==> config.mk <==
export PLATFORM = sky130hd
export DESIGN_NAME = iusu_serial_unit
export DESIGN_NICKNAME = d
export VERILOG_FILES = /design/src/rtl/iusu_pkg.sv /design/src/rtl/iusu_serial_unit.sv
export SDC_FILE = /design/constraint.sdc
export NUM_CORES = 1
export LEC_CHECK = 0
export BUFFER_PORTS_ARGS = -buffer_cell sky130_fd_sc_hd__buf_4
export CAP_MARGIN = 20
export CELL_PAD_IN_SITES_DETAIL_PLACEMENT = 0
export CELL_PAD_IN_SITES_GLOBAL_PLACEMENT = 2
export CORE_UTILIZATION = 37
export CTS_CLUSTER_DIAMETER = 50
export CTS_CLUSTER_SIZE = 14
export DETAILED_ROUTE_END_ITERATION = 16
export GPL_ROUTABILITY_DRIVEN = 1
export MAX_ROUTING_LAYER = met4
export PLACE_DENSITY = 0.86
export SYNTH_ARGS = -nofsm -noshare
export SYNTH_HDL_FRONTEND = slang
export SYNTH_SLANG_ARGS = --single-unit
==> constraint.sdc <==
create_clock -name ref_clk -period 3.9 [get_ports ref_clk]
set_input_delay 0 -clock ref_clk [delete_from_list [all_inputs] [get_ports ref_clk]]
set_output_delay 0 -clock ref_clk [all_outputs]
set_load 0.01 [all_outputs]
==> src/rtl/iusu_pkg.sv <==
// constants, state types and register map of the serial unit
package iusu_pkg;
  // ----------------------------------------
  // timing
  // ----------------------------------------
  localparam int CLK_PERIOD_NS = 50;
  localparam int TBUF_STD_NS = 4700;
  localparam int TBUF_FAST_NS = 1300;
  localparam int QTR_STD_NS = 2500;
  localparam int QTR_FAST_NS = 625;
  localparam logic [7:0] TBUF_STD_CYC = 8'((TBUF_STD_NS + CLK_PERIOD_NS - 1) / CLK_PERIOD_NS);
  localparam logic [7:0] TBUF_FAST_CYC = 8'((TBUF_FAST_NS + CLK_PERIOD_NS - 1) / CLK_PERIOD_NS);
  localparam logic [7:0] QTR_STD_CYC = 8'((QTR_STD_NS + CLK_PERIOD_NS - 1) / CLK_PERIOD_NS);
  localparam logic [7:0] QTR_FAST_CYC = 8'((QTR_FAST_NS + CLK_PERIOD_NS - 1) / CLK_PERIOD_NS);
  localparam logic [19:0] BRK_MIN_CYC = 20'h00800;
  localparam logic [19:0] AB_RND16 = 20'h00040;
  localparam logic [19:0] AB_RND1 = 20'h00004;
  localparam int AB_SH16 = 7;
  localparam int AB_SH1 = 3;
  localparam logic [3:0] FRAME_LAST = 4'hA;
  localparam logic [3:0] BRK_LAST = 4'hC;
  localparam logic [7:0] SYNC_CHAR = 8'h55;
  localparam logic [4:0] TEN_BIT_HDR = 5'h1E;
  // ----------------------------------------
  // register map and fields
  // ----------------------------------------
  localparam logic [5:0] REG_CTRL = 6'h00;
  localparam logic [5:0] REG_ADDR = 6'h04;
  localparam logic [5:0] REG_I2C_DATA = 6'h08;
  localparam logic [5:0] REG_UART_DATA = 6'h0C;
  localparam logic [5:0] REG_STATUS = 6'h10;
  localparam logic [5:0] REG_MASK = 6'h14;
  localparam logic [5:0] REG_STATE = 6'h18;
  localparam logic [5:0] REG_BAUD = 6'h1C;
  localparam int C_START = 0, C_STOP = 1, C_TEN = 2, C_RX = 3, C_FAST = 4;
  localparam int C_BRK = 5, C_OS16 = 6, C_AB = 7, C_HOLD = 8;
  localparam int F_TX = 0, F_RX = 1, F_STOP = 2, F_START = 3, F_NACK = 4, F_BRK = 5, F_UTX = 6;
  localparam logic [6:0] FLAGS_RST = 7'h40;
  localparam logic [15:0] BAUD_RST = 16'h0008;
  localparam logic [2:0] SYNC_RST = 3'h7;
  // ----------------------------------------
  // state types
  // ----------------------------------------
  typedef enum logic [2:0] {I_IDLE, I_START, I_BYTE, I_HOLD, I_STOP} iusu_i2c_e;
  typedef enum logic [1:0] {SEQ_A1, SEQ_A2, SEQ_DATA} iusu_seq_e;
  typedef enum logic [1:0] {U_IDLE, U_DATA, U_BREAK} iusu_utx_e;
  typedef enum logic [1:0] {A_IDLE, A_LOW, A_HIGH, A_SYNC} iusu_ab_e;
  typedef struct packed {
    logic ack; logic [31:0] rdata; logic [8:0] ctl; logic [9:0] saddr;
    logic [7:0] i2c_tx; logic tx_loaded; logic [7:0] uart_tx; logic utx_loaded;
    logic [6:0] flags; logic [6:0] mask; logic [7:0] rxdata; logic [15:0] baud;
    logic [2:0] scl_s; logic [2:0] sda_s; logic [2:0] rxd_s;
    logic bus_busy; logic [7:0] free_cnt;
    iusu_i2c_e ist; iusu_seq_e seq; logic [7:0] qcnt; logic [1:0] ph; logic [3:0] bitn;
    logic [7:0] sh; logic ackb; logic scl_low; logic sda_low; logic nack_pend; logic fall_pend;
    iusu_utx_e ust; logic [19:0] ucnt; logic [3:0] ubit; logic [10:0] ush; logic txd;
    iusu_ab_e ab; logic [19:0] acnt; logic [2:0] aedge;
  } iusu_state_s;
endpackage

==> src/rtl/iusu_serial_unit.sv <==
// two-wire bus master and uart with break and automatic baud detection
`timescale 1ns/1ns
// Contract
// RULE1 - ten-bit address goes out as two bytes, second only after first is acked
// RULE2 - after repeated start, second address byte is sent before any receive
// RULE3 - software requests stop after a ten-bit address nack, not repeated start
// RULE4 - break requested mid-character waits until that stop bit went out high
// RULE5 - software sets send-break only while the uart is idle
// RULE6 - measured divider is written to both divider bytes
// RULE7 - with sixteen-times oversampling a divider of two reads as 0x0002
// RULE8 - detected break and synch field sets the break-seen flag
// RULE9 - nack with start requested and stop not requested clears transmit-empty
// RULE10 - start requested on a busy bus waits for release, then goes out
// RULE11 - bus stays free 4.7us standard or 1.3us fast before a start
// RULE12 - software checks bus-occupied is clear before requesting start
// RULE13 - transmit-empty is cleared on the clock-line fall after a nack
// RULE14 - a start on the bus clears stop-seen, start-seen and nack flags; the code sets start-seen instead of clearing it
// RULE15 - software polls auto-cleared flags or keeps clears six cycles away
// RULE16 - flags stay set until cleared by software or a hardware clear event
module iusu_serial_unit import iusu_pkg::*; (
  // clock and reset
  input wire logic ref_clk,
  input wire logic rst,
  // register bus
  input wire logic [5:0] avs_address,
  input wire logic avs_read,
  input wire logic avs_write,
  input wire logic [31:0] avs_writedata,
  output logic [31:0] avs_readdata,
  output logic avs_waitrequest,
  output logic irq,
  // two-wire bus pins
  input wire logic scl_i,
  output logic scl_o,
  output logic scl_oe,
  input wire logic sda_i,
  output logic sda_o,
  output logic sda_oe,
  // uart pins
  input wire logic uart_rxd,
  output logic uart_txd
);
  // ----------------------------------------
  // state and helpers
  // ----------------------------------------
  iusu_state_s st_ff, nxt_st;
  logic [6:0] set_f, clr_f;
  logic wr_en, start_det, stop_det, scl_fall, rx_fall, adv, sending, byte_done, got_nack;
  logic ab_done, rx_w1c;
  logic [7:0] qtr;
  logic [19:0] bit_per, bit_last;
  logic [15:0] ab_val;

  assign wr_en = avs_write && st_ff.ack;
  assign rx_w1c = wr_en && avs_address == REG_STATUS && avs_writedata[F_RX];
  assign start_det = st_ff.scl_s[1] && st_ff.sda_s[2] && !st_ff.sda_s[1];
  assign stop_det = st_ff.scl_s[1] && !st_ff.sda_s[2] && st_ff.sda_s[1];
  assign scl_fall = st_ff.scl_s[2] && !st_ff.scl_s[1];
  assign rx_fall = st_ff.rxd_s[2] && !st_ff.rxd_s[1];
  assign qtr = st_ff.ctl[C_FAST] ? QTR_FAST_CYC : QTR_STD_CYC;
  // a slave holding the clock low stretches the high phase
  assign adv = st_ff.qcnt == 8'h00 && !(st_ff.ph == 2'h2 && !st_ff.scl_s[1])
    && (st_ff.ist == I_START || st_ff.ist == I_BYTE || st_ff.ist == I_STOP);
  assign sending = st_ff.seq != SEQ_DATA || !st_ff.ctl[C_RX];
  assign byte_done = st_ff.ist == I_BYTE && adv && st_ff.ph == 2'h3 && st_ff.bitn == 4'h8;
  assign got_nack = byte_done && sending && st_ff.ackb;
  assign bit_per = st_ff.ctl[C_OS16] ? {st_ff.baud, 4'h0} : {4'h0, st_ff.baud};
  // counter runs down to zero inclusive, so load one less for a bit of exactly bit_per cycles
  assign bit_last = bit_per - 20'h00001;
  assign ab_done = st_ff.ctl[C_AB] && !st_ff.ctl[C_HOLD] && st_ff.ab == A_SYNC && rx_fall
    && st_ff.aedge == 3'h3;
  assign ab_val = st_ff.ctl[C_OS16] ? 16'((st_ff.acnt + AB_RND16) >> AB_SH16)
    : 16'((st_ff.acnt + AB_RND1) >> AB_SH1);

  // ----------------------------------------
  // next state
  // ----------------------------------------
  always_comb begin
    nxt_st = st_ff;
    set_f = '0;
    clr_f = '0;
    nxt_st.ack = (avs_read || avs_write) && !st_ff.ack;
    nxt_st.scl_s = {st_ff.scl_s[1:0], scl_i};
    nxt_st.sda_s = {st_ff.sda_s[1:0], sda_i};
    nxt_st.rxd_s = {st_ff.rxd_s[1:0], uart_rxd};
    // bus monitor; a start and a stop in one cycle cannot happen
    if (start_det) begin
      nxt_st.bus_busy = 1'b1;
      set_f[F_START] = 1'b1;
      clr_f[F_STOP] = 1'b1; // [RULE14]
      clr_f[F_NACK] = 1'b1; // [RULE14]
    end else if (stop_det) begin
      nxt_st.bus_busy = 1'b0;
      set_f[F_STOP] = 1'b1;
      nxt_st.free_cnt = st_ff.ctl[C_FAST] ? TBUF_FAST_CYC : TBUF_STD_CYC; // [RULE11]
    end else if (st_ff.free_cnt != 8'h00) begin
      nxt_st.free_cnt = st_ff.free_cnt - 8'h01;
    end
    if (st_ff.fall_pend && scl_fall) begin
      clr_f[F_TX] = 1'b1; // [RULE13]
      nxt_st.fall_pend = 1'b0;
    end
    // bit timing: clock low, data set, clock released, sample
    if (st_ff.qcnt != 8'h00) begin
      nxt_st.qcnt = st_ff.qcnt - 8'h01;
    end else if (adv) begin
      nxt_st.qcnt = qtr;
      nxt_st.ph = st_ff.ph + 2'h1;
    end
    unique case (st_ff.ist)
      I_IDLE: begin
        nxt_st.scl_low = 1'b0;
        nxt_st.sda_low = 1'b0;
        nxt_st.ctl[C_STOP] = 1'b0;
        if (st_ff.ctl[C_START] && !st_ff.bus_busy && st_ff.free_cnt == 8'h00) begin // [RULE10] [RULE11]
          nxt_st.ist = I_START;
          nxt_st.ph = 2'h0;
          nxt_st.qcnt = qtr;
          nxt_st.scl_low = 1'b1;
        end
      end
      I_START: if (adv) begin
        unique case (st_ff.ph)
          2'h0: nxt_st.sda_low = 1'b0;
          2'h1: nxt_st.scl_low = 1'b0;
          2'h2: nxt_st.sda_low = 1'b1;
          2'h3: begin
            nxt_st.scl_low = 1'b1;
            nxt_st.ist = I_BYTE;
            nxt_st.seq = SEQ_A1;
            nxt_st.bitn = 4'h0;
            nxt_st.nack_pend = 1'b0;
            nxt_st.sh = st_ff.ctl[C_TEN] ? {TEN_BIT_HDR, st_ff.saddr[9:8], st_ff.ctl[C_RX]}
              : {st_ff.saddr[6:0], st_ff.ctl[C_RX]};
          end
        endcase
      end
      I_BYTE: if (adv) begin
        unique case (st_ff.ph)
          2'h0: begin
            if (st_ff.bitn == 4'h8) begin
              nxt_st.sda_low = !sending && !st_ff.ctl[C_STOP];
            end else begin
              nxt_st.sda_low = sending && !st_ff.sh[7];
            end
          end
          2'h1: nxt_st.scl_low = 1'b0;
          2'h2: begin
            if (st_ff.bitn == 4'h8) begin
              nxt_st.ackb = st_ff.sda_s[1];
            end else begin
              nxt_st.sh = {st_ff.sh[6:0], st_ff.sda_s[1]};
            end
          end
          2'h3: begin
            nxt_st.scl_low = 1'b1;
            nxt_st.bitn = st_ff.bitn + 4'h1;
            if (byte_done) begin
              nxt_st.bitn = 4'h0;
              nxt_st.sda_low = 1'b0;
              if (!sending) begin
                nxt_st.rxdata = st_ff.sh;
                set_f[F_RX] = 1'b1;
                nxt_st.ist = st_ff.ctl[C_STOP] ? I_STOP : I_BYTE;
              end else if (st_ff.ackb) begin
                set_f[F_NACK] = 1'b1;
                nxt_st.nack_pend = 1'b1;
                nxt_st.fall_pend = 1'b1;
                nxt_st.ctl[C_START] = 1'b0;
                if (st_ff.ctl[C_START] && !st_ff.ctl[C_STOP]) begin
                  clr_f[F_TX] = 1'b1; // [RULE9]
                end
                nxt_st.ist = I_HOLD;
              end else if (st_ff.seq == SEQ_A1 && st_ff.ctl[C_TEN]) begin
                // the low address byte always follows, also after a repeated start
                nxt_st.seq = SEQ_A2; // [RULE1] [RULE2]
                nxt_st.sh = st_ff.saddr[7:0];
              end else if (st_ff.seq != SEQ_DATA) begin
                nxt_st.seq = SEQ_DATA;
                nxt_st.ctl[C_START] = 1'b0;
                if (!st_ff.ctl[C_RX]) begin
                  set_f[F_TX] = 1'b1;
                  nxt_st.ist = I_HOLD;
                end
              end else begin
                nxt_st.ist = I_HOLD;
              end
            end
          end
        endcase
      end
      I_HOLD: begin
        nxt_st.ph = 2'h0;
        nxt_st.qcnt = qtr;
        if (st_ff.ctl[C_STOP]) begin
          nxt_st.ist = I_STOP;
        end else if (st_ff.ctl[C_START]) begin
          nxt_st.ist = I_START;
        end else if (!st_ff.nack_pend && sending && st_ff.tx_loaded) begin
          nxt_st.ist = I_BYTE;
          nxt_st.sh = st_ff.i2c_tx;
          nxt_st.tx_loaded = 1'b0;
          set_f[F_TX] = 1'b1;
        end
      end
      I_STOP: if (adv) begin
        unique case (st_ff.ph)
          2'h0: nxt_st.sda_low = 1'b1;
          2'h1: nxt_st.scl_low = 1'b0;
          2'h2: nxt_st.sda_low = 1'b1;
          2'h3: begin
            nxt_st.sda_low = 1'b0;
            nxt_st.ist = I_IDLE;
            nxt_st.ctl[C_STOP] = 1'b0;
            nxt_st.nack_pend = 1'b0;
          end
        endcase
      end
      default: nxt_st.ist = I_IDLE;
    endcase
    // uart transmitter; a break only starts from idle so a running frame keeps its stop bit
    unique case (st_ff.ust)
      U_IDLE: begin
        nxt_st.txd = 1'b1;
        nxt_st.ucnt = bit_last;
        nxt_st.ubit = 4'h0;
        if (st_ff.ctl[C_BRK]) begin
          nxt_st.ust = U_BREAK; // [RULE4]
          nxt_st.txd = 1'b0;
        end else if (st_ff.utx_loaded) begin
          nxt_st.ust = U_DATA;
          nxt_st.ush = {1'b1, st_ff.uart_tx, 2'h1};
          nxt_st.utx_loaded = 1'b0;
          set_f[F_UTX] = 1'b1;
        end
      end
      U_DATA: begin
        if (st_ff.ucnt != 20'h00000) begin
          nxt_st.ucnt = st_ff.ucnt - 20'h00001;
        end else if (st_ff.ubit == FRAME_LAST) begin
          nxt_st.ust = U_IDLE;
        end else begin
          nxt_st.ubit = st_ff.ubit + 4'h1;
          nxt_st.ush = {1'b1, st_ff.ush[10:1]};
          nxt_st.txd = st_ff.ush[1]; // [RULE4]
          nxt_st.ucnt = bit_last;
        end
      end
      U_BREAK: begin
        if (st_ff.ucnt != 20'h00000) begin
          nxt_st.ucnt = st_ff.ucnt - 20'h00001;
        end else if (st_ff.ubit == BRK_LAST) begin
          nxt_st.ust = U_DATA;
          nxt_st.ubit = 4'h0;
          nxt_st.ucnt = bit_last;
          nxt_st.ush = {1'b1, SYNC_CHAR, 2'h1};
          nxt_st.txd = 1'b1;
          nxt_st.ctl[C_BRK] = 1'b0;
        end else begin
          nxt_st.ubit = st_ff.ubit + 4'h1;
          nxt_st.ucnt = bit_last;
        end
      end
      default: nxt_st.ust = U_IDLE;
    endcase
    // baud detection: long low, then eight bit times across the synch field
    if (st_ff.ctl[C_AB] && !st_ff.ctl[C_HOLD]) begin
      unique case (st_ff.ab)
        A_IDLE: begin
          nxt_st.acnt = 20'h00000;
          if (!st_ff.rxd_s[1]) begin
            nxt_st.ab = A_LOW;
          end
        end
        A_LOW: begin
          if (st_ff.rxd_s[1]) begin
            nxt_st.ab = st_ff.acnt >= BRK_MIN_CYC ? A_HIGH : A_IDLE;
          end else if (st_ff.acnt != 20'hFFFFF) begin
            nxt_st.acnt = st_ff.acnt + 20'h00001;
          end
        end
        A_HIGH: begin
          nxt_st.acnt = 20'h00000;
          nxt_st.aedge = 3'h0;
          if (rx_fall) begin
            nxt_st.ab = A_SYNC;
          end
        end
        A_SYNC: begin
          nxt_st.acnt = st_ff.acnt + 20'h00001;
          if (ab_done) begin
            nxt_st.ab = A_IDLE;
            nxt_st.baud = ab_val; // [RULE6] [RULE7]
            set_f[F_BRK] = 1'b1; // [RULE8]
          end else if (rx_fall) begin
            nxt_st.aedge = st_ff.aedge + 3'h1;
          end else if (st_ff.acnt == 20'hFFFFF) begin
            nxt_st.ab = A_IDLE;
          end
        end
      endcase
    end else begin
      nxt_st.ab = A_IDLE;
    end
    // held in reset by software: engines idle, pins released
    if (st_ff.ctl[C_HOLD]) begin
      nxt_st.ist = I_IDLE;
      nxt_st.ust = U_IDLE;
      nxt_st.scl_low = 1'b0;
      nxt_st.sda_low = 1'b0;
      nxt_st.txd = 1'b1;
      nxt_st.tx_loaded = 1'b0;
      nxt_st.utx_loaded = 1'b0;
    end
    // ----------------------------------------
    // register access
    // ----------------------------------------
    if (avs_read && !st_ff.ack) begin
      unique case (avs_address)
        REG_CTRL: nxt_st.rdata = {23'h000000, st_ff.ctl};
        REG_ADDR: nxt_st.rdata = {22'h000000, st_ff.saddr};
        REG_I2C_DATA: nxt_st.rdata = {24'h000000, st_ff.i2c_tx};
        REG_UART_DATA: nxt_st.rdata = {24'h000000, st_ff.uart_tx};
        REG_STATUS: nxt_st.rdata = {25'h0000000, st_ff.flags};
        REG_MASK: nxt_st.rdata = {25'h0000000, st_ff.mask};
        REG_STATE: nxt_st.rdata = {16'h0000, st_ff.rxdata, 6'h00, st_ff.ust != U_IDLE, st_ff.bus_busy};
        REG_BAUD: nxt_st.rdata = {16'h0000, st_ff.baud};
        default: nxt_st.rdata = 32'h00000000;
      endcase
    end
    if (wr_en) begin
      unique case (avs_address)
        REG_CTRL: nxt_st.ctl = avs_writedata[8:0];
        REG_ADDR: nxt_st.saddr = avs_writedata[9:0];
        REG_I2C_DATA: begin
          nxt_st.i2c_tx = avs_writedata[7:0];
          nxt_st.tx_loaded = 1'b1;
          clr_f[F_TX] = 1'b1;
        end
        REG_UART_DATA: begin
          nxt_st.uart_tx = avs_writedata[7:0];
          nxt_st.utx_loaded = 1'b1;
          clr_f[F_UTX] = 1'b1;
        end
        REG_STATUS: clr_f = clr_f | avs_writedata[6:0];
        REG_MASK: nxt_st.mask = avs_writedata[6:0];
        REG_BAUD: nxt_st.baud = avs_writedata[15:0];
        default: nxt_st.mask = st_ff.mask;
      endcase
    end
    // a set in the same cycle as a clear wins
    nxt_st.flags = (st_ff.flags & ~clr_f) | set_f; // [RULE16]
  end

  always_ff @(posedge ref_clk) begin
    if (rst) begin
      st_ff <= '0;
      st_ff.flags <= FLAGS_RST;
      st_ff.baud <= BAUD_RST;
      st_ff.txd <= 1'b1;
      st_ff.scl_s <= SYNC_RST;
      st_ff.sda_s <= SYNC_RST;
      st_ff.rxd_s <= SYNC_RST;
    end else begin
      st_ff <= nxt_st;
    end
  end

  assign avs_waitrequest = (avs_read || avs_write) && !st_ff.ack;
  assign avs_readdata = st_ff.rdata;
  assign irq = |(st_ff.flags & st_ff.mask);
  assign scl_o = 1'b0;
  assign sda_o = 1'b0;
  assign scl_oe = st_ff.scl_low;
  assign sda_oe = st_ff.sda_low;
  assign uart_txd = st_ff.txd;
endmodule

==> Flow_metrics.wiki <==
{| class="wikitable"
! Metric !! Value
|-
| Final wirelength || 36,600 um
|-
| Main area contributors after synthesis || dfxtp_1 (34%), nor2_1 (5.6%), a21oi_1 (5.1%)
|-
| Aggregate global routing overflow || 0
|-
| Worst min-delay path class || primary input to register
|-
| Total Routing Usage GR || 22.5%
|-
| R2r startpoint || st_ff[61]
|-
| Maximum clock insertion buffer count || 3
|-
| Element type at the critical path start || register
|-
| Routed wire length per instance || 18.3 um
|-
| Die extent in y || 183 um
|-
| Number of search-and-repair iterations in the first detailed-routing pass || 5
|-
| Post-route setup TNS || 0 ns
|-
| Total die area || 0.0334 mm2
|-
| Transition time at the pin with the least slew margin || 1.08 ns
|-
| Final worst path period share || 74.7%
|-
| Final Max Tran Viols || 0
|-
| Vias in the first global route || 10,122
|-
| Final antenna diode count || 0
|-
| Required arrival time at the worst endpoint || 4.35 ns
|-
| Number of I/O port buffers || 49
|-
| Horizontal die dimension || 183 um
|-
| Normalized max-slew margin || 27.6%
|-
| Routed vias/inst || 5.59
|-
| Reg-to-reg critical path endpoint || st_ff[58]
|-
| Final critical-path required period || 2.91 ns
|-
| Critical Path Fanout Max || 22
|-
| Fin. Hold Viols || 0
|-
| Count of max-cap constraint violations || 0
|-
| Top_reg_cell synth || dfxtp_1
|-
| Quantity of gates resized following cts || 0
|-
| Top cells by instance count after synthesis || dfxtp_1 (204), nor2_1 (180), nand2_1 (156), a21oi_1 (124), clkbuf_1 (75)
|-
| TritonCTS clock tree || yes
|-
| Crit end category || register
|-
| Area fraction of the dominant cell type after synthesis || 33.8%
|-
| Layer carrying the most global-route usage || met1
|-
| NumNets Final || 1,613
|-
| Outcome || finished, final reports clean
|-
| Antenna-violating nets left || 0
|-
| Worst EP arrival || 3.36 ns
|-
| Number of ports placed on the die boundary || 84
|-
| Effective utilization at floorplan || 37.9%
|-
| Num Clock Sinks || 204
|-
| Via count of the routed design || 11,169
|-
| Dominant cell type by area after synthesis || dfxtp_1
|-
| Worst-case vdd ir drop || 0.265 mV
|-
| Achievable clock frequency || 343 MHz
|-
| Worst setup path start || st_ff[61]
|-
| Skew-Pair Late Insertion Delay || 0.50 ns
|-
| Number of levels in the clock H-tree || 2
|-
| Number of buffers added by the clock tree synthesis step || 34
|-
| Final core utilization || 43.2%
|-
| Maximum clock skew at final layout || 0.0189 ns
|-
| Proportion of layout cells with a drive suffix above 1 || 10.5%
|-
| Start point of the worst hold path || avs_address[5]
|-
| Number of library cell types mapped by synthesis || 95
|-
| DRC viols || 0
|-
| Share of the yosys chip area belonging to registers || 33.8%
|-
| Area of the mapped netlist || 0.0121 mm2
|-
| Cell Rows || 65
|-
| Number of register bits inferred by synthesis || 204
|-
| Clock-pin slew on the worst setup and hold paths || 0.05 ns
|-
| Leakage power total || 0.00484 uW
|-
| Root Buffer Master || clkbuf_16
|-
| Wire length of the first global-routing pass || 57,900 um
|-
| Number of instances in the synthesized netlist || 1,545
|-
| Post-synth EDFFs || 0
|-
| R2R setup slack || 0.99 ns
|-
| Power per Cell Area || 428 mW/mm2
|-
| Post CTS Setup Buffer Count || 0
|-
| Maximum number of pins on one net before global-route repair || 66
|-
| End point of the critical path || st_ff[58]
|-
| Mean post-synth cell area || 7.83 um2
|-
| FF-to-FF path depth || 8
|-
| Critical path start-end classification || register to register
|-
| Antenna violations before repair || 0
|-
| Met2 capacity usage during global routing || 32.2%
|-
| Async set or reset register ratio after synthesis || 0%
|-
| Placeable core region || 0.0319 mm2
|-
| P&R area growth vs syn || 14.0%
|-
| HPWL reported at the end of detailed placement || 26,100 um
|-
| Most repeated cell in the gate-level netlist after synthesis || dfxtp_1
|-
| Number of failing setup endpoints in the final timing report || 0
|-
| Met1 global-route usage || 32.3%
|-
| Setup repair after global routing missed its margin || false
|-
| RD Place Congestion || 0.919
|-
| Warning count from the yosys run || 0
|-
| Initial detailed-routing violation count || 926
|-
| # fillers || 3,283
|-
| GRT met3 Usage || 3.89%
|}
[flip-flops by register name (all words and copies together), names as in the netlist, named ones only]
| name | count |
|---|---|
| st_ff | 178 |
| avs_readdata | 16 |
| nxt_st | 6 |
| scl_oe | 1 |
| sda_oe | 1 |
| uart_txd | 1 |
[routing by layer]
layer	vias to the layer above	wire length, um	share of wire [%]
li1	5503	-	-
met1	5274	17900	49
met2	341	15500	42
met3	51	2390	6.5
met4	0	748	2.0
met5	-	0	0
[repair_timing]
action,CTS,global route
setup endpoints to repair,0,0
hold buffers,22,0
hold endpoints to repair,74,0
[cell usage in the layout, fill, tap and decap left out, types with 7 or more instances in the layout]
cell	n
nand3_1	59
inv_1	44
nor3b_1	8
nor2b_1	11
a22o_1	9
o211ai_1	19
o21ai_1	7
clkbuf_16	37
and2_1	7
nor2_1	180
and3_1	14
ha_1	26
conb_1	18
or4_1	10
buf_4	62
nand2b_1	19
a211oi_1	24
or2_2	12
xor2_1	26
a22oi_1	14
a222oi_1	8
nand2_1	156
nor3_1	59
clkbuf_1	7
nor4_1	18
a21oi_1	124
dlygate4sd3_1	22
or3_1	13
o21ai_0	60
mux2i_1	55
dfxtp_1	203
o31ai_1	9
nand4_1	20
xnor2_1	34
a221oi_1	11
a31oi_1	14
[worst min path at each step]
stage | to | cells past startpoint | slack (ns)
CTS | avs_readdata[9] | 5 | 0.03
finish | avs_readdata[9] | 5 | 0.06
detailed placement | nxt_st[105] | 2 | 0.19
global route | avs_readdata[8] | 4 | 0.1
global placement | nxt_st[105] | 2 | 0.19
floorplan | nxt_st[105] | 1 | 0.10
[power by group]
part / internal, uW / leakage [uW] / total, uW / switching, uW
clock network: 1830 / 0.000529 / 2870 / 1050
logic: 320 / 0.00266 / 755 / 434
registers: 2170 / 0.00165 / 2270 / 100
total: 4310 / 0.00484 / 5900 / 1580
[cell type report]
type / instances / area (um2) / area share (%)
Clock buffer: 46 / 980 / 7.11
Tap cell: 435 / 544 / 3.95
Sequential cell: 204 / 4090 / 29.6
Multi-Input combinational cell: 1172 / 7200 / 52.3
Inverter: 45 / 169 / 1.23
Timing Repair Buffer: 85 / 697 / 5.06
Clock inverter: 12 / 105 / 0.763
[metrics by stage]
stage          area [um2]  total power, uW  hold slack, ns  cells  worst slack (ns)
2_1_floorplan       12200             2870           0.104   1562             0.807
3_3_place_gp        12500             3030           0.189   1918              1.03
3_5_place_dp        12500             3040           0.188   1919             0.977
4_1_cts             13800             5950          0.0285   1999             0.993
5_1_grt             13800             6160          0.0955   1999             0.676
6_report            13800             5900          0.0600   1999             0.986
[kinds of logic (layout without fill, tap and decap cells)]
kind of cell / count (synthesis) / count (layout) / synth area share, %
adders and majority gates: 27 / 27 / 2.77
DFF: 204 / 204 / 33.8
AOI/OAI and AO/OA: 369 / 369 / 20.0
and+or+nand+nor: 636 / 636 / 26.4
other: 1 / 18 / 0.0310
buffers and inverters: 186 / 188 / 7.26
muxes: 62 / 62 / 5.39
xor gates and xnor gates: 60 / 60 / 4.35
[critical path: stages, from the launching register on]
cell	delay (ns)
dfxtp_1	0.38
inv_1	0.09
ha_1	0.57
or3b_2	0.37
nand2_1	0.09
a31oi_1	0.46
nand2_1	0.40
a221oi_1	0.34
a221o_1	0.16
Power figures use the tool's default switching activity.
